### src/core/rs_oneway_pkg.sv
// Constants and types shared by the one-way fault-aware transmit reconciliation logic
package rs_oneway_pkg;

  // ------------------------------------------------------------
  // Column geometry
  // ------------------------------------------------------------
  localparam int LANES      = 4;
  localparam int DATA_W     = 32;

  // ------------------------------------------------------------
  // Control characters and ordered sets, lane 0 in the low byte
  // ------------------------------------------------------------
  localparam logic [3:0]  IDLE_C    = 4'hF;
  localparam logic [31:0] IDLE_D    = 32'h07070707;
  localparam logic [3:0]  RFAULT_C  = 4'h1;
  localparam logic [31:0] RFAULT_D  = 32'h0200009C;
  localparam logic [3:0]  ERROR_C   = 4'hF;
  localparam logic [31:0] ERROR_D   = 32'hFEFEFEFE;

  // ------------------------------------------------------------
  // Buffer geometry
  // ------------------------------------------------------------
  localparam int BUF_DEPTH  = 2;

  // ------------------------------------------------------------
  // Types
  // ------------------------------------------------------------
  typedef enum logic [1:0] {
    FAULT_OK     = 2'h0,
    FAULT_LOCAL  = 2'h1,
    FAULT_REMOTE = 2'h2
  } fault_t;

  typedef enum logic [1:0] {
    ST_IDLE  = 2'h0,
    ST_FRAME = 2'h1,
    ST_GAP   = 2'h3,
    ST_DROP  = 2'h2
  } txstate_t;

endpackage : rs_oneway_pkg

### src/core/rs_oneway_tx.sv
// Transmit reconciliation with link fault signalling and one-way transmit mode
//
// Behaviour
// - A one-way permit input selects normal fault handling or one-way transmit.
// - Output is a 4-bit control lane set plus a 32-bit data lane set.
// - No fault: forward MAC frames, send Idle columns when nothing is pending.
// - Local Fault, no permit: cut MAC data at once, send Remote Fault continuously.
// - Local Fault with permit: keep forwarding frames, gaps carry Remote Fault.
// - Local Fault with permit: one full Idle column after every frame end.
// - Local Fault with permit and no frame pending: send Remote Fault sets.
// - Remote Fault, no permit: stop MAC data, send Idle columns continuously.
// - Remote Fault with permit: forward frames, Idle columns when nothing pending.
// - Fault gone: return to normal forwarding with Idle fill.
`timescale 1ns/100ps
`default_nettype none
module rs_oneway_tx
  import rs_oneway_pkg::*;
#(
  parameter int DEPTH = BUF_DEPTH
) (
  input  wire logic        mclk,
  input  wire logic        resetn,
  input  wire logic [31:0] macData,
  input  wire logic [3:0]  macCtrl,
  input  wire logic        macLast,
  input  wire logic        macValid,
  output logic             macReady,
  input  wire logic [1:0]  linkFault,
  input  wire logic        mgmtOnewayTxPermit,
  output logic [31:0]      txd,
  output logic [3:0]       txc
);

  localparam int AW = (DEPTH > 1) ? $clog2(DEPTH) : 1;
  localparam int W  = DATA_W + LANES + 1;

  // ------------------------------------------------------------
  // Reset release
  // ------------------------------------------------------------
  logic [1:0] rstSync;
  logic       rstn;

  always_ff @(posedge mclk or negedge resetn) begin
    if (!resetn) begin
      rstSync <= 2'b00;
    end else begin
      rstSync <= {rstSync[0], 1'b1};
    end
  end
  assign rstn = rstSync[1];

  // ------------------------------------------------------------
  // Two-entry column buffer
  // ------------------------------------------------------------
  // Absorbs a stall while a gap column is inserted without losing a word.
  function automatic logic [AW-1:0] nextPtr(input logic [AW-1:0] p);
    if (p == AW'(DEPTH - 1)) begin
      return '0;
    end
    return p + AW'(1);
  endfunction : nextPtr

  logic [W-1:0]  mem [DEPTH];
  logic [AW-1:0] wrPtr;
  logic [AW-1:0] rdPtr;
  logic [AW:0]   count;
  logic          bufValid;
  logic          bufPop;
  logic          push;
  logic          pop;
  logic [31:0]   bufData;
  logic [3:0]    bufCtrl;
  logic          bufLast;

  assign macReady = (count != (AW+1)'(DEPTH));
  assign bufValid = (count != '0);
  assign push     = macValid && macReady;
  assign pop      = bufValid && bufPop;
  assign {bufLast, bufCtrl, bufData} = mem[rdPtr];

  always_ff @(posedge mclk) begin
    if (push) begin
      mem[wrPtr] <= {macLast, macCtrl, macData};
    end
  end

  always_ff @(posedge mclk or negedge rstn) begin
    if (!rstn) begin
      wrPtr <= '0;
      rdPtr <= '0;
      count <= '0;
    end else begin
      if (push) begin
        wrPtr <= nextPtr(wrPtr);
      end
      if (pop) begin
        rdPtr <= nextPtr(rdPtr);
      end
      count <= count + (AW+1)'(push) - (AW+1)'(pop);
    end
  end

  // ------------------------------------------------------------
  // Fault decode
  // ------------------------------------------------------------
  logic lfNow;
  logic rfNow;
  logic blocked;

  assign lfNow   = (linkFault == FAULT_LOCAL);
  assign rfNow   = (linkFault == FAULT_REMOTE);
  // Permit lets frames through whatever the fault state says
  assign blocked = (lfNow || rfNow) && !mgmtOnewayTxPermit;

  // ------------------------------------------------------------
  // Column selection
  // ------------------------------------------------------------
  txstate_t    state;
  txstate_t    next_state;
  logic [31:0] next_txd;
  logic [3:0]  next_txc;
  logic [31:0] fillD;
  logic [3:0]  fillC;
  logic        fwd;

  // Gap fill: Remote Fault under Local Fault, otherwise Idle
  assign fillC = lfNow ? RFAULT_C : IDLE_C;
  assign fillD = lfNow ? RFAULT_D : IDLE_D;

  always_comb begin
    next_state = state;
    next_txc   = fillC;
    next_txd   = fillD;
    bufPop     = 1'b0;
    fwd        = 1'b0;
    unique case (state)
      ST_IDLE, ST_FRAME: begin
        if (bufValid) begin
          bufPop = 1'b1;
          if (blocked) begin
            // Truncate: remainder of the frame is discarded
            next_state = bufLast ? ST_IDLE : ST_DROP;
          end else begin
            fwd      = 1'b1;
            next_txc = bufCtrl;
            next_txd = bufData;
            if (bufLast) begin
              // A fault may land just after the terminate column, so every
              // frame end gets its idle column unless the fault blocks it, which
              // sends the fill column instead; costs one column per frame
              next_state = ST_GAP;
            end else begin
              next_state = ST_FRAME;
            end
          end
        end else if (state == ST_FRAME) begin
          if (blocked) begin
            next_state = ST_DROP;
          end else begin
            // MAC underran inside a frame: poison it
            next_txc = ERROR_C;
            next_txd = ERROR_D;
          end
        end
      end
      ST_GAP: begin
        if (!blocked) begin
          next_txc = IDLE_C;
          next_txd = IDLE_D;
        end
        next_state = ST_IDLE;
      end
      ST_DROP: begin
        bufPop = 1'b1;
        if (bufValid && bufLast) begin
          next_state = ST_IDLE;
        end
      end
    endcase
  end

  always_ff @(posedge mclk or negedge rstn) begin
    if (!rstn) begin
      state <= ST_IDLE;
    end else begin
      state <= next_state;
    end
  end

  // One whole column per clock, so every switch lands on lane 0
  always_ff @(posedge mclk or negedge rstn) begin
    if (!rstn) begin
      txc <= IDLE_C;
      txd <= IDLE_D;
    end else begin
      txc <= next_txc;
      txd <= next_txd;
    end
  end

  // ------------------------------------------------------------
  // Assertions
  // ------------------------------------------------------------
  lfCut_a: assert property (@(posedge mclk) disable iff (!rstn)
    (lfNow && !mgmtOnewayTxPermit) |=> (txc == RFAULT_C && txd == RFAULT_D))
    else $error("Local fault without permit did not give Remote Fault column");

  rfIdle_a: assert property (@(posedge mclk) disable iff (!rstn)
    (rfNow && !mgmtOnewayTxPermit) |=> (txc == IDLE_C && txd == IDLE_D))
    else $error("Remote fault without permit did not give Idle column");

  fwdWord_a: assert property (@(posedge mclk) disable iff (!rstn)
    fwd |=> (txd == $past(bufData) && txc == $past(bufCtrl)))
    else $error("Forwarded column differs from buffered MAC column");

  gapIdle_a: assert property (@(posedge mclk) disable iff (!rstn)
    (fwd && bufLast && lfNow) ##1 !blocked |=> (txc == IDLE_C && txd == IDLE_D))
    else $error("No Idle column after frame end under one-way local fault");

  lfFill_a: assert property (@(posedge mclk) disable iff (!rstn)
    (state == ST_IDLE && !bufValid && lfNow && mgmtOnewayTxPermit)
      |=> (txc == RFAULT_C && txd == RFAULT_D))
    else $error("Idle gap under one-way local fault is not Remote Fault");

  okFill_a: assert property (@(posedge mclk) disable iff (!rstn)
    (state == ST_IDLE && !bufValid && linkFault == FAULT_OK)
      |=> (txc == IDLE_C && txd == IDLE_D))
    else $error("Idle gap without fault is not an Idle column");

  rfFill_a: assert property (@(posedge mclk) disable iff (!rstn)
    (state == ST_IDLE && !bufValid && rfNow && mgmtOnewayTxPermit)
      |=> (txc == IDLE_C && txd == IDLE_D))
    else $error("Idle gap under one-way remote fault is not Idle");

  resume_a: assert property (@(posedge mclk) disable iff (!rstn)
    (linkFault == FAULT_OK && bufValid && (state == ST_IDLE || state == ST_FRAME))
      |-> fwd)
    else $error("Buffered MAC column not forwarded with no fault");

  bufBound_a: assert property (@(posedge mclk) disable iff (!rstn)
    (count == (AW+1)'(DEPTH)) |-> (!macReady ##1 (count <= (AW+1)'(DEPTH))))
    else $error("Buffer accepted a word while full");

  rfNoRf_a: assert property (@(posedge mclk) disable iff (!rstn)
    (rfNow && !fwd) |=> !(txc == RFAULT_C && txd == RFAULT_D))
    else $error("Remote Fault column sent while remote fault is reported");

  // ------------------------------------------------------------
  // Frame boundary checks
  // ------------------------------------------------------------
  lastIdle_a: assert property (@(posedge mclk) disable iff (!rstn)
    (fwd && bufLast) ##1 !blocked |=> (txc == IDLE_C && txd == IDLE_D))
    else $error("Frame end not followed by a full Idle column");

  noFwdBlocked_a: assert property (@(posedge mclk) disable iff (!rstn)
    blocked |-> !fwd)
    else $error("MAC column forwarded while fault blocks the path");

  dropFill_a: assert property (@(posedge mclk) disable iff (!rstn)
    (state == ST_DROP) |=> (txc == $past(fillC) && txd == $past(fillD)))
    else $error("Cut frame leaked a column instead of fill");

  gapNoPop_a: assert property (@(posedge mclk) disable iff (!rstn)
    (state == ST_GAP) |-> !pop)
    else $error("Buffer popped during the inserted Idle column");

  errCol_a: assert property (@(posedge mclk) disable iff (!rstn)
    (state == ST_FRAME && !bufValid && !blocked)
      |=> (txc == ERROR_C && txd == ERROR_D))
    else $error("MAC underrun inside a frame did not give an error column");

  // ------------------------------------------------------------
  // Buffer checks and cover points
  // ------------------------------------------------------------
  bufLevel_a: assert property (@(posedge mclk) disable iff (!rstn)
    count <= (AW+1)'(DEPTH))
    else $error("Buffer count above its depth");

  ptrAgree_a: assert property (@(posedge mclk) disable iff (!rstn)
    (count == '0) |-> (wrPtr == rdPtr))
    else $error("Empty buffer with unequal pointers");

  fullStop_a: assert property (@(posedge mclk) disable iff (!rstn)
    !macReady |-> !push)
    else $error("Word pushed while ready is low");

  cutCov: cover property (@(posedge mclk) disable iff (!rstn)
    (state == ST_FRAME) ##1 (lfNow && !mgmtOnewayTxPermit));
  gapCov: cover property (@(posedge mclk) disable iff (!rstn)
    (state == ST_GAP) ##1 (state == ST_IDLE && txc == IDLE_C));
  fullCov: cover property (@(posedge mclk) disable iff (!rstn)
    macValid && !macReady);
  rfFwdCov: cover property (@(posedge mclk) disable iff (!rstn)
    fwd && rfNow && mgmtOnewayTxPermit);
  dropCov: cover property (@(posedge mclk) disable iff (!rstn)
    (state == ST_DROP) ##1 (state == ST_IDLE));

endmodule : rs_oneway_tx
`default_nettype wire

### config.mk
export PLATFORM = sky130hd
export DESIGN_NAME = rs_oneway_tx
export DESIGN_NICKNAME = d
export VERILOG_FILES = /design/src/core/rs_oneway_pkg.sv /design/src/core/rs_oneway_tx.sv
export SDC_FILE = /design/constraint.sdc
export NUM_CORES = 1
export LEC_CHECK = 0
export ABC_CLOCK_PERIOD_IN_PS = 2410
export BUFFER_PORTS_ARGS = -buffer_cell sky130_fd_sc_hd__buf_4
export CORE_AREA = 2 2 78 136
export CTS_CLUSTER_DIAMETER = 80
export DETAILED_ROUTE_END_ITERATION = 6
export DIE_AREA = 0 0 80 138
export PLACE_DENSITY = 0.7
export SLEW_MARGIN = 25
export SYNTH_ARGS = -nofsm -noshare
export SYNTH_HDL_FRONTEND = slang
export SYNTH_SLANG_ARGS = --single-unit
### constraint.sdc
create_clock -name mclk -period 2.41 [get_ports mclk]
set_input_delay 0.482 -clock mclk [delete_from_list [all_inputs] [get_ports mclk]]
set_output_delay 0.482 -clock mclk [all_outputs]
set_load 0.02 [all_outputs]
Word level (Yosys, flattened, before mapping)

Memory sizes are Yosys's and may differ from the RTL's.
Index checks and enable logic that the tools add are counted.

Equal/unequal tests: 9
Mux-type cells: 33
$add $sub $neg: 4
Reduce and logical (&&, ||, !) cells: 10

Operator list:

| kind                                           | number |
|---|---|
| 2-to-1 mux 32 bit                              | 4 |
| case mux 32 bit (2 select lines)               | 1 |
| 2-to-1 mux 27 bit                              | 2 |
| 2-to-1 mux 4 bit                               | 5 |
| 2-to-1 mux 2 bit                               | 7 |
| 2-to-1 mux 1 bit                               | 11 |
| case mux 4 bit (2 select lines)                | 1 |
| == test 2 bit (second input constant)          | 3 |
| inequality test 3 bit (second input constant)  | 2 |
| case mux 2 bit (3 select lines)                | 1 |
| == test 2 x 1 -> 1 bit (second input constant) | 2 |
| logical AND 1 bit                              | 4 |
| inequality test 2 bit (second input constant)  | 2 |
| AND reduction 3 bit                            | 1 |
| adder 1 bit (second input constant)            | 2 |
| adder 2 x 1 -> 2 bit                           | 1 |
| zero test 2 bit                                | 1 |
| case mux 1 bit (2 select lines)                | 1 |
| nonzero test 2 bit                             | 1 |
| OR reduction 2 bit                             | 1 |
| subtractor 2 x 1 -> 2 bit                      | 1 |
| zero test 1 bit                                | 1 |
| logical OR 1 bit                               | 1 |

Input port bits: 43
Bits in registers: 44
Memories: 1
Output and inout port bits: 37
RAM bits: 74
Word-level logic and storage cells: 64

Memory list:

| memory | words | bits a word | read ports | clocked after Yosys merged registers in | wr ports | line               | RTL |
|---|---|---|---|---|---|---|---|
| mem    | 2     | 37          | 1          | 0                                       | 1        | rs_oneway_tx.sv:63 | `logic [W-1:0] mem [DEPTH];` |

Depth between registers and ports, before layout

Gate-level depths: netlist (run 1).

Word-level depth: 7
Gate-level depth with buffers: 8
Depth with buffers taken out: 7

Worst setup path before layout (run 1)

OpenSTA, ideal clock, no wires.

Kind: register to register
From: register count[0]
To: memory mem[0][0] (netlist name), enable pin
Arrival time: 2.417 ns
Setup slack: -0.439 ns
Required time: 1.979 ns
Setup time: 0.431 ns
Clock period less this slack: 2.849 ns
Cell stages (with the launch flop): 4
Path buffers: 0
Cell sequence: dfrtp_1 -> nand2b_1 -> nand2_1 -> nor2_1

Longest elaborated chain between the ends: 4

RTL lines:

| what                                   | line               | RTL |
|---|---|---|
| start: declaration                     | rs_oneway_tx.sv:66 | `logic [AW:0] count;` |
| start signal: assignment               | rs_oneway_tx.sv:99 | `count <= count + (AW+1)'(push) - (AW+1)'(pop);` |
| inequality test 2 bit                  | rs_oneway_tx.sv:75 | `assign macReady = (count != (AW+1)'(DEPTH));` |
| named net macReady                     | rs_oneway_tx.sv:27 | `output logic macReady,` |
| logical AND 1 bit                      | rs_oneway_tx.sv:77 | `assign push = macValid && macReady;` |
| 2-to-1 mux 1 bit                       | rs_oneway_tx.sv:82 | `if (push) begin` |
| 2-to-1 mux 1 bit (not written as such) | rs_oneway_tx.sv:83 | `mem[wrPtr] <= {macLast, macCtrl, macData};` |
| end: declaration                       | rs_oneway_tx.sv:63 |  |

The timed path passes the listed nets, and every way through them passes these cells.

Final worst setup path (run 1)

From: register count[0]
To: output macReady

Longest elaborated chain between the ends: 1

RTL lines:

| what                  | line |
|---|---|
| inequality test 2 bit | rs_oneway_tx.sv:75 |
| end: declaration      | rs_oneway_tx.sv:27 |

Every way passes these cells.

==> reports/qor.yml, run 1 <==
run_status:
  status: "finished clean"
grt:
  gr-total-overflow: 0
  grt_max_degree: 35
  grt_pass1_vias: 2534
  grt_pass1_wl_um: 12500
  gr-usage-all-layers_pct: 15.4
  antenna_found_initial: 0
cells_and_area:
  drive_gt1_share_pct: 43.1
  fin_util_pct: 56.6
  fin_cells: 489
  area_growth_pct: 30.3
  fillers: 837
  insertedDiodeCount: 0
  nets: 395
setup_path:
  path_max_fanout: 5
  end_kind: "output pin"
  critPathBufInv: 1
  slowest_stage: "dfrtp_1"
  slowest_delay_ns: 0.45
  start_kind: "register"
  crit_chain: "nand2b_1 > buf_4"
  cp_top_family: "flip-flops"
  path_class: "reg2out"
  cp.required_ns: 1.93
  cp_data_arrival_time_ns: 1.23
placement:
  hpwl_um: 5230
  io_buffers: 79
  numPlacedInstances: 456
  gp_congestion: 0.746
clock_tree:
  clkTransAtPathRegs_ns: 0.05
  cts_post_setup_buffers_inserted: 0
  clock_sinks: 118
  cts-buffers-inserted: 17
  htreeDepth: 4
  cts_root_buf: "clkbuf_16"
  clockBufferDepth: 2
  cts_tree: "yes"
  clk_latency_ns: 0.40
timing:
  setup_tns_ns: 0
  fmax_mhz: 583
  fin_skew_ns: 0.00636
  setup_violations: 0
  maxSlewViolCount: 0
  rsz0062_at_grt: "false"
  slew-limit-headroom_pct: 49.7
  post-route-period-util_pct: 71.1
  tightestPinTransition_ns: 0.755
  hold_viol_final: 0
  period_needed_ns: 1.71
floorplanning:
  placementRows: 49
  die_area_um2: 11000
  start_util_pct: 43.4
  ioPinCount: 80
  core_um2: 10100
  die_h_um: 138
  die_w_um: 80
routing:
  dr_wl_met3_um: 304
  drc_errors: 0
  drt-initial-drc-count: 77
  drt-total-wl_um: 7710
  met1_length_um: 2610
  num_vias: 2395
  routedWlPerCell_um: 15.8
  ant_nets: 0
  viasPerCell: 4.90
  firstDrtPassIters: 4
  top_layer: "met4"
  route.met2.wl_um: 4550
power_and_ir_drop:
  leakage_uw: 0.00231
  power_frac_comb_pct: 28.7
  finalPower_uw: 7900
  p_int_uw: 5510
  power_density_nw_per_um2: 1390
  p_switching_uw: 2380
  ir_worst_vdd_uv: 632
  pwr-share-seq_pct: 41.1
  clkPwrFrac_pct: 30.3
  netSwitchingFraction_pct: 30.2
synthesis:
  synth_top_area_share_pct: 50.9
  yosys_register_bits: 118
  yosys.area.top_type: "edfxtp_1"
  syn-instance-count: 256
  post-synth-top-count-cell: "edfxtp_1"
  synth_common_cells: "74 x edfxtp_1, 28 x dfrtp_1, 21 x nor2_1"
  avgSynthCellArea_um2: 17.1
  ys.flop_type: "edfxtp_1"
  syn_nets: 302
  synthArstFlopShare_pct: 37.3
  ys_types: 35
  ys_top_cells_by_area: "edfxtp_1 51%, dfrtp_1 16%, dfstp_2 9.6%, mux2i_1 4.6%, mux2_2 4.4%"
  synth_edf_count: 74
  synth_area_um2: 4370
  ys_warn_count: 0
  ys_seq_area_share_pct: 76.6
run:
  maxCapViolations: 0
worst_hold_path:
  hold_class: "in2reg"
-- area by class of cell --
class                   instances  area (µm²)  area share (%)
well taps                     127         159            2.79
multi-input cells             123         927            16.3
clock buffers                  19         433            7.61
flip-flops and latches        118        3350            58.8
inverters                       3        11.3           0.198
clock inverters                13         139            2.44
repair buffers                 86         673            11.8
-- state kept, by name (all words and copies together) (netlist names) --
name     cells
txd         32
state        2
mem         74
txc          4
rdPtr        1
wrPtr        1
rstSync      2
count        2
-- cells by family (layout without fill, tap and decap cells) --
family          count (synthesis)  count (layout)  synth area share (%)
flops                         118             118                  76.6
compound gates                 46              46                  7.08
mux                            37              37                  8.97
simple gates                   32              32                  3.24
buf+inv                        15             121                  2.38
xor+xnor                        4               4                 0.803
fa+ha+maj                       3               3                 0.860
other cells                     1               1                0.0859
-- routing by layer --
layer / vias to the layer above / global-route usage [%]
li1: 1139 / -
met1: 1181 / 14.4
met2: 57 / 28.1
met3: 18 / 4.77
met4: 0 / 9.28
met5: - / 0
-- repair_timing --
item	CTS	global route
endpoints found under the hold margin	2	0
hold buffers	1	0
resized for setup	0	0
-- through the flow --
step,worst slack [ns],area [µm²],hold WS [ns]
floorplan,0.171,4370,0.186
global placement,0.516,5110,0.265
CTS,0.661,5690,0.241
finish,0.696,5690,0.261
detailed placement,0.465,5110,0.265
global route,0.571,5690,0.243
-- power groups by stage --
stage	logic (µW)	registers, µW	clock network (µW)
final	2260	3240	2390
after global routing	2480	3310	2530
after CTS	2310	3250	2440
after detailed placement	2290	3280	0
after global placement	2230	3270	0
after floorplan	1320	3460	0
-- final timing paths --
check / depth (start not counted) / end / startpoint / slack [ns]
worst min-delay path: 1 / mem[0][35] / macCtrl[3] / 0.26
worst min register to register: 0 / wrPtr / rstSync[1] / 0.34
worst max register to register: 4 / mem[0][21] / count[0] / 0.71
max in group asynchronous: 1 / txd[10] / rstSync[1] / 1.37
worst max-delay path: 2 / macReady / count[0] / 0.70
min in group asynchronous: 0 / wrPtr / rstSync[1] / 0.34
-- layout by cell type, fill, tap and decap left out, types with 2 or more instances in the layout --
cell type and count:
buf_12 2, buf_4 83, nand2_1 4, clkbuf_16 17
clkbuf_1 2, a22oi_1 9, a21o_1 3, or2_1 2
dfrtp_2 2, clkinv_2 6, o21bai_1 2, bufinv_16 3
nor2_1 20, mux2i_1 20, clkinv_1 3, a211oi_1 3
nor2_4 2, ha_1 3, dfrtp_1 26, a21oi_1 18
dfstp_2 16, o211ai_1 4, mux2_2 17, o21ba_2 2
inv_1 3, edfxtp_1 74, xnor2_1 3
Power figures use the tool's default switching activity.
==> run 2: changes to the inputs <==
--- a/config.mk
+++ b/config.mk
@@ -5,12 +5,13 @@
 export SDC_FILE = /design/constraint.sdc
 export NUM_CORES = 1
 export LEC_CHECK = 0
-export ABC_CLOCK_PERIOD_IN_PS = 2410
+export ABC_AREA = 1
+export ABC_CLOCK_PERIOD_IN_PS = 1700
 export BUFFER_PORTS_ARGS = -buffer_cell sky130_fd_sc_hd__buf_4
-export CORE_AREA = 2 2 78 136
+export CORE_AREA = 2 2 79 138
 export CTS_CLUSTER_DIAMETER = 80
 export DETAILED_ROUTE_END_ITERATION = 6
-export DIE_AREA = 0 0 80 138
+export DIE_AREA = 0 0 81 140
 export PLACE_DENSITY = 0.7
 export SLEW_MARGIN = 25
 export SYNTH_ARGS = -nofsm -noshare
==> constraint.sdc (replaced) <==
create_clock -name mclk -period 1.7 [get_ports mclk]
set_input_delay 0.34 -clock mclk [delete_from_list [all_inputs] [get_ports mclk]]
set_output_delay 0.34 -clock mclk [all_outputs]
set_load 0.02 [all_outputs]
==> run 2 against run 1 <==
Compared with the run above: clock skew increased by 0.0059 ns; critical path depth increased by 4; die area increased by 2.7%; hold slack got worse by 0.14 ns; register-to-register slack got worse by 0.57 ns; via count increased by 22%; synthesized area increased by 3.6%; power increased by 53%; final cell count increased by 23%; global-route usage increased by 1.3 points; combinational power increased by 77%.
==> reports/qor.yml, run 2 <==
timing:
  rsz0062_at_grt: "false"
  fin_skew_ns: 0.0122  # +0.00587 ns
  post-route-period-util_pct: 91.7
  period_needed_ns: 1.56
  setup_violations: 0  # unchanged
  hold_viol_final: 0  # unchanged
  tightestPinTransition_ns: 0.512  # -0.243 ns
  setup_slack_ns: 0.141  # -0.555 ns
  hold_slack_ns: 0.120  # -0.141 ns
  slew-limit-headroom_pct: 65.9  # +16 points
  maxSlewViolCount: 0  # unchanged
  setup_tns_ns: 0  # unchanged
  fmax_mhz: 641
routing:
  routedWlPerCell_um: 14.4  # -8.7%
  drt-initial-drc-count: 159  # +110%
  ant_nets: 0  # unchanged
  firstDrtPassIters: 5  # +1
  drc_errors: 0  # unchanged
  drt-total-wl_um: 8640  # +12%
  viasPerCell: 4.88  # -0.36%
  num_vias: 2928  # +22%
cells_and_area:
  largest_reg_flops: 74  # unchanged
  layout_common_cells: "88 x buf_4, 74 x edfxtp_1, 67 x nand2_1"
  largestRegisters: "mem: 74 flops, txd: 32 flops, txc: 4 flops"
  regMostFlops: "mem"
  area_growth_pct: 31.7
  insertedDiodeCount: 0  # unchanged
  drive_gt1_share_pct: 34.7  # -8.4 points
  final_common_cell: "buf_4"
  nets: 506  # +28%
  fin_util_pct: 58.5  # +2.0 points
placement:
  gp_congestion: 0.782  # +4.8%
  hpwl_um: 5990  # +15%
  pre_cts_ws_ns: 0.0498  # -0.416 ns
  io_buffers: 79  # unchanged
synthesis:
  ys_seq_area_share_pct: 73.9  # -2.7 points
  syn_nets: 410  # +36%
  synth_area_um2: 4520  # +3.6%
  ys_top_cells_by_area: "edfxtp_1 49%, dfrtp_1 15%, dfstp_2 9.3%, nand2_1 5.7%, o21ai_0 5.4%"
  synth_top_area_share_pct: 49.1  # -1.8 points
  ys.flop_type: "edfxtp_1"
  synthArstFlopShare_pct: 37.3  # unchanged
  post-synth-top-count-cell: "edfxtp_1"
  synth_edf_count: 74  # unchanged
  ys_warn_count: 0  # unchanged
  yosys_register_bits: 118  # unchanged
  yosys.area.top_type: "edfxtp_1"
  syn-instance-count: 364  # +42%
  avgSynthCellArea_um2: 12.4  # -27%
  synth_common_cells: "74 x edfxtp_1, 69 x nand2_1, 49 x o21ai_0"
  ys_types: 27  # -23%
setup_path:
  rr_worst_depth: 6  # +2
  timing.rr.start: "count[1]"
  path_class: "reg2reg"
  start_kind: "register"
  cp.required_ns: 1.98  # +0.05 ns
  end_kind: "register"
  rrSetupSlack_ns: 0.14  # -0.57 ns
  cp_data_arrival_time_ns: 1.84  # +0.61 ns
  path_max_fanout: 7  # +2
  startpoint: "count[1]"
  worstReg2RegEnd: "count[1]"
floorplanning:
  start_util_pct: 44.5  # +1.0 points
  die_w_um: 81  # +1.3%
  core_um2: 10200  # +1.2%
  placementRows: 49  # unchanged
  ioPinCount: 80  # unchanged
  die_h_um: 140  # +1.4%
  die_area_um2: 11300  # +2.7%
clock_tree:
  cts-buffers-inserted: 17  # unchanged
  cts_resized: 0  # unchanged
  clock_sinks: 118  # unchanged
  cts_post_setup_buffers_inserted: 0  # unchanged
  clkTransAtPathRegs_ns: 0.05  # about the same
  clk_latency_ns: 0.40  # about the same
  cts_tree: "yes"
  cts_root_buf: "clkbuf_16"
  clockBufferDepth: 2  # unchanged
  hold_buffers: 1  # unchanged
  htreeDepth: 4  # unchanged
power_and_ir_drop:
  pwr-share-seq_pct: 37.0  # -4.1 points
  ir_worst_vdd_uv: 1140  # +81%
  netSwitchingFraction_pct: 33.4  # +3.2 points
  clkPwrFrac_pct: 29.8  # -0.5 points
  leakage_uw: 0.00258  # +12%
  power_frac_comb_pct: 33.2  # +4.5 points
  power_density_nw_per_um2: 2030  # +46%
  p_switching_uw: 4030  # +69%
  p_int_uw: 8050  # +46%
run_status:
  status: "finished clean"
worst_hold_path:
  hold-path-cell-count: 1  # unchanged
  whs_endpoint: "mem[0][10]"
  min_from: "macData[10]"
  hold_class: "in2reg"
run:
  maxCapViolations: 0  # unchanged
grt:
  gr-usage-all-layers_pct: 16.7  # +1.3 points
  antenna_found_initial: 0  # unchanged
  grt_pass1_wl_um: 14000  # +12%
  grt_max_degree: 39  # +11%
  grt_pass1_vias: 2967  # +17%
  gr-total-overflow: 0  # unchanged
run 2: cell count changes in the layout (fill, tap and decap cells not counted), sizes merged, moves of 6 or more:
cell   previous run  this run
inv               3        28
mux2i            20         0
buf              85        91
mux2             17         0
nand2             4        72
a22oi             9         0
a21oi            19         5
nand3             0         8
o21ai             2        68
nor2             23        42
run 2: how the worst max path moves through the flow:
stage,endpoint,slack (ns),cells after the start
CTS,count[1],0.13,6
finish,count[1],0.14,6
global placement,txd[16],0.1,7
global route,count[1],0.05,6
floorplan,mem[1][0],0.02,4
detailed placement,txd[0],0.05,7
run 2: final cells by class:
type	count	area [µm²]
clock inverters	14	184
fillers	856	4220
well taps	127	159
inverters	28	105
multi-input cells	203	1010
clock buffers	18	429
repair buffers	92	731
flip-flops and latches	118	3340
run 2: layer usage:
layer  up-vias  track usage [%]  part of all wire (%)  wire (µm)
li1       1420                -                     -          -
met1      1410             16.6                    34       2940
met2        88             29.9                    58       5020
met3        10             6.83                   6.3        540
met4         0             6.51                   1.6        134
met5         -                0                     0          0
run 2: cell families (layout without fill, tap and decap cells):
group                      count (synthesis)  count (layout)  synth area share (%)
and+or+nand+nor                          122             122                  11.0
DFF                                      118             118                  73.9
AOI/OAI and AO/OA                         74              74                  9.24
buffers and inverters                     43             152                  4.42
adders and majority gates                  3               3                 0.830
xor gates and xnor gates                   3               3                 0.581
other                                      1               1                0.0829
run 2: worst max-delay path: stages, from the launching register on:
cell and delay, ns:
dfrtp_1 0.45, nor2_4 0.24, a21oi_1 0.11, ha_1 0.29, inv_1 0.04, ha_1 0.18, xnor2_1 0.13
run 2: power by group through the flow:
stage | combinational [µW] | sequential, µW | clock [µW]
6_report | 4010 | 4460 | 3600
5_1_grt | 4450 | 4540 | 3800
2_1_floorplan | 2170 | 5000 | 0
3_3_place_gp | 3940 | 4500 | 0
3_5_place_dp | 4040 | 4520 | 0
4_1_cts | 4060 | 4480 | 3660
run 2: stage by stage:
stage               instance area [µm²]  instances  power [µW]
floorplan                          4550        364        7170
finish                             5960        600       12100
global placement                   5340        567        8440
detailed placement                 5340        567        8560
CTS                                5960        600       12200
global route                       5960        600       12800
==> run 3: changes to the inputs <==
--- a/config.mk
+++ b/config.mk
@@ -5,13 +5,12 @@
 export SDC_FILE = /design/constraint.sdc
 export NUM_CORES = 1
 export LEC_CHECK = 0
-export ABC_AREA = 1
 export ABC_CLOCK_PERIOD_IN_PS = 1700
 export BUFFER_PORTS_ARGS = -buffer_cell sky130_fd_sc_hd__buf_4
-export CORE_AREA = 2 2 79 138
+export CORE_AREA = 2 2 78 136
 export CTS_CLUSTER_DIAMETER = 80
 export DETAILED_ROUTE_END_ITERATION = 6
-export DIE_AREA = 0 0 81 140
+export DIE_AREA = 0 0 80 138
 export PLACE_DENSITY = 0.7
 export SLEW_MARGIN = 25
 export SYNTH_ARGS = -nofsm -noshare
==> run 3 against run 2 <==
Compared with the run above: final area down 3.7%; core utilization decreased by 1.5 points; sequential cell count did not move; global-route usage down 1.3 points; combinational power fell by 11%; fmax is 0.70% lower; largest cell class unchanged.
==> reports/qor.yml, run 3 (synthesis gave the netlist of run 1 again) <==
setup_path:
  cp_data_arrival_time_ns: 1.89  # +0.05 ns
  rrSetupSlack_ns: 0.13  # about the same
  timing.rr.start: "count[1]"
  start_kind: "register"
  critPathBufInv: 1  # unchanged
  path_class: "reg2reg"
  slowest_delay_ns: 0.47  # +0.02 ns
  crit_chain: "nor2_4 > a21oi_2 > ha_1 > inv_1 > ha_1 > xnor2_1 > xnor2_1"
  cp_top_family: "flip-flops"
  cp.required_ns: 2.02  # +0.04 ns
  startpoint: "count[1]"
  slowest_stage: "dfrtp_1"
  path_max_fanout: 5  # -2
  end_kind: "register"
timing:
  maxSlewViolCount: 0  # unchanged
  hold_viol_final: 0  # unchanged
  fin_skew_ns: 0.00404  # -0.00820 ns
  rsz0062_at_grt: "false"
  post-route-period-util_pct: 92.4  # +0.65 points
  tightestPinTransition_ns: 0.579  # +0.0669 ns
  period_needed_ns: 1.57  # +0.0110 ns
  fmax_mhz: 637  # -0.70%
  setup_tns_ns: 0  # unchanged
  slew-limit-headroom_pct: 61.4  # -4.5 points
  setup_violations: 0  # unchanged
grt:
  grt_pass1_vias: 2600  # -12%
  grt_max_degree: 21  # -46%
  antenna_found_initial: 0  # unchanged
  grt_pass1_wl_um: 12500  # -11%
  gr-total-overflow: 0  # unchanged
  gr-usage-all-layers_pct: 15.4  # -1.3 points
floorplanning:
  placementRows: 49  # unchanged
  die_area_um2: 11000  # -2.6%
  die_h_um: 138  # -1.4%
  die_w_um: 80  # -1.2%
  start_util_pct: 43.4  # -1.0 points
  core_um2: 10100  # -1.2%
  ioPinCount: 80  # unchanged
cells_and_area:
  layout_common_cells: "87 x buf_4, 74 x edfxtp_1, 25 x dfrtp_1"
  area_growth_pct: 31.5
  fin_util_pct: 57.1  # -1.5 points
  largestRegisters: "mem: 74 flops, txd: 32 flops, txc: 4 flops"
  fillers: 820  # -4.2%
  regMostFlops: "mem"
  drive_gt1_share_pct: 44.4  # +9.8 points
  nets: 402  # -21%
  multi_input_area_um2: 942  # -6.3%
  regArea_um2: 3350  # about the same
  final_common_cell: "buf_4"
  insertedDiodeCount: 0  # unchanged
  largest_reg_flops: 74  # unchanged
clock_tree:
  clk_latency_ns: 0.40  # about the same
  cts_tree: "yes"
  clockBufferDepth: 2  # unchanged
  cts-buffers-inserted: 17  # unchanged
  cts_post_setup_buffers_inserted: 0  # unchanged
  clock_sinks: 118  # unchanged
  cts_root_buf: "clkbuf_16"
  clkTransAtPathRegs_ns: 0.05  # about the same
  htreeDepth: 4  # unchanged
routing:
  viasPerCell: 4.88  # -0.10%
  drc_errors: 0  # unchanged
  num_vias: 2418  # -17%
  drt-initial-drc-count: 87  # -45%
  routedWlPerCell_um: 15.6  # +8.5%
  ant_nets: 0  # unchanged
  drt-total-wl_um: 7750  # -10%
  firstDrtPassIters: 4  # -1
run_status:
  status: "finished clean"
power_and_ir_drop:
  power_density_nw_per_um2: 1930  # -4.9%
  leakage_uw: 0.00234  # -9.6%
  ir_worst_vdd_uv: 959  # -16%
run:
  maxCapViolations: 0  # unchanged
worst_hold_path:
  min_from: "macData[16]"
  hold_class: "in2reg"
placement:
  gp_congestion: 0.805  # +3.0%
  hpwl_um: 5550  # -7.4%
  io_buffers: 79  # unchanged
run 3: per-layer routing:
| layer | vias to the layer above | global-route usage, % | share of wire [%] |
|---|---|---|---|
| li1 | 1153 | - | - |
| met1 | 1182 | 14.2 | 35 |
| met2 | 65 | 28.2 | 58 |
| met3 | 18 | 5.16 | 4.0 |
| met4 | 0 | 8.56 | 3.0 |
| met5 | - | 0 | 0 |
run 3: path summary, 6_finish.rpt:
kind	endpoint	depth (start not counted)
min in group asynchronous	txd[6]	0
worst min register to register	txd[6]	0
worst max register to register	count[1]	7
worst min-delay path	mem[0][16]	1
max in group asynchronous	txd[0]	1
worst max-delay path	count[1]	7
run 3: what timing repair did:
item,in CTS,in global routing
resized for setup,0,1
endpoints found under the hold margin,2,0
hold buffers,1,0
setup endpoints to repair,0,1
run 3: metrics by stage:
| step | hold WS [ns] | instances | setup slack, ns | total power [µW] | instance area, µm² |
|---|---|---|---|---|---|
| floorplan | 0.0444 | 256 | 0.0146 | 6830 | 4390 |
| global placement | 0.122 | 463 | 0.000594 | 8020 | 5210 |
| detailed placement | 0.125 | 463 | -0.0518 | 8120 | 5210 |
| CTS | 0.103 | 496 | 0.0569 | 11200 | 5740 |
| global route | 0.104 | 496 | 0.0300 | 11700 | 5740 |
| finish | 0.125 | 496 | 0.130 | 11100 | 5740 |
run 3: final cells by class:
cell class | count | area share (%)
sequential | 118 | 58.3
clock buffer | 26 | 8.52
tap | 127 | 2.77
timing repair buffer | 93 | 13.3
multi-input combinational | 123 | 16.4
inverter | 3 | 0.196
clock inverter | 6 | 0.501
run 3: power by group:
part           switching, µW  internal [µW]
registers                344           4120
clock network           1090           1950
logic                   1950           1610
total                   3380           7680
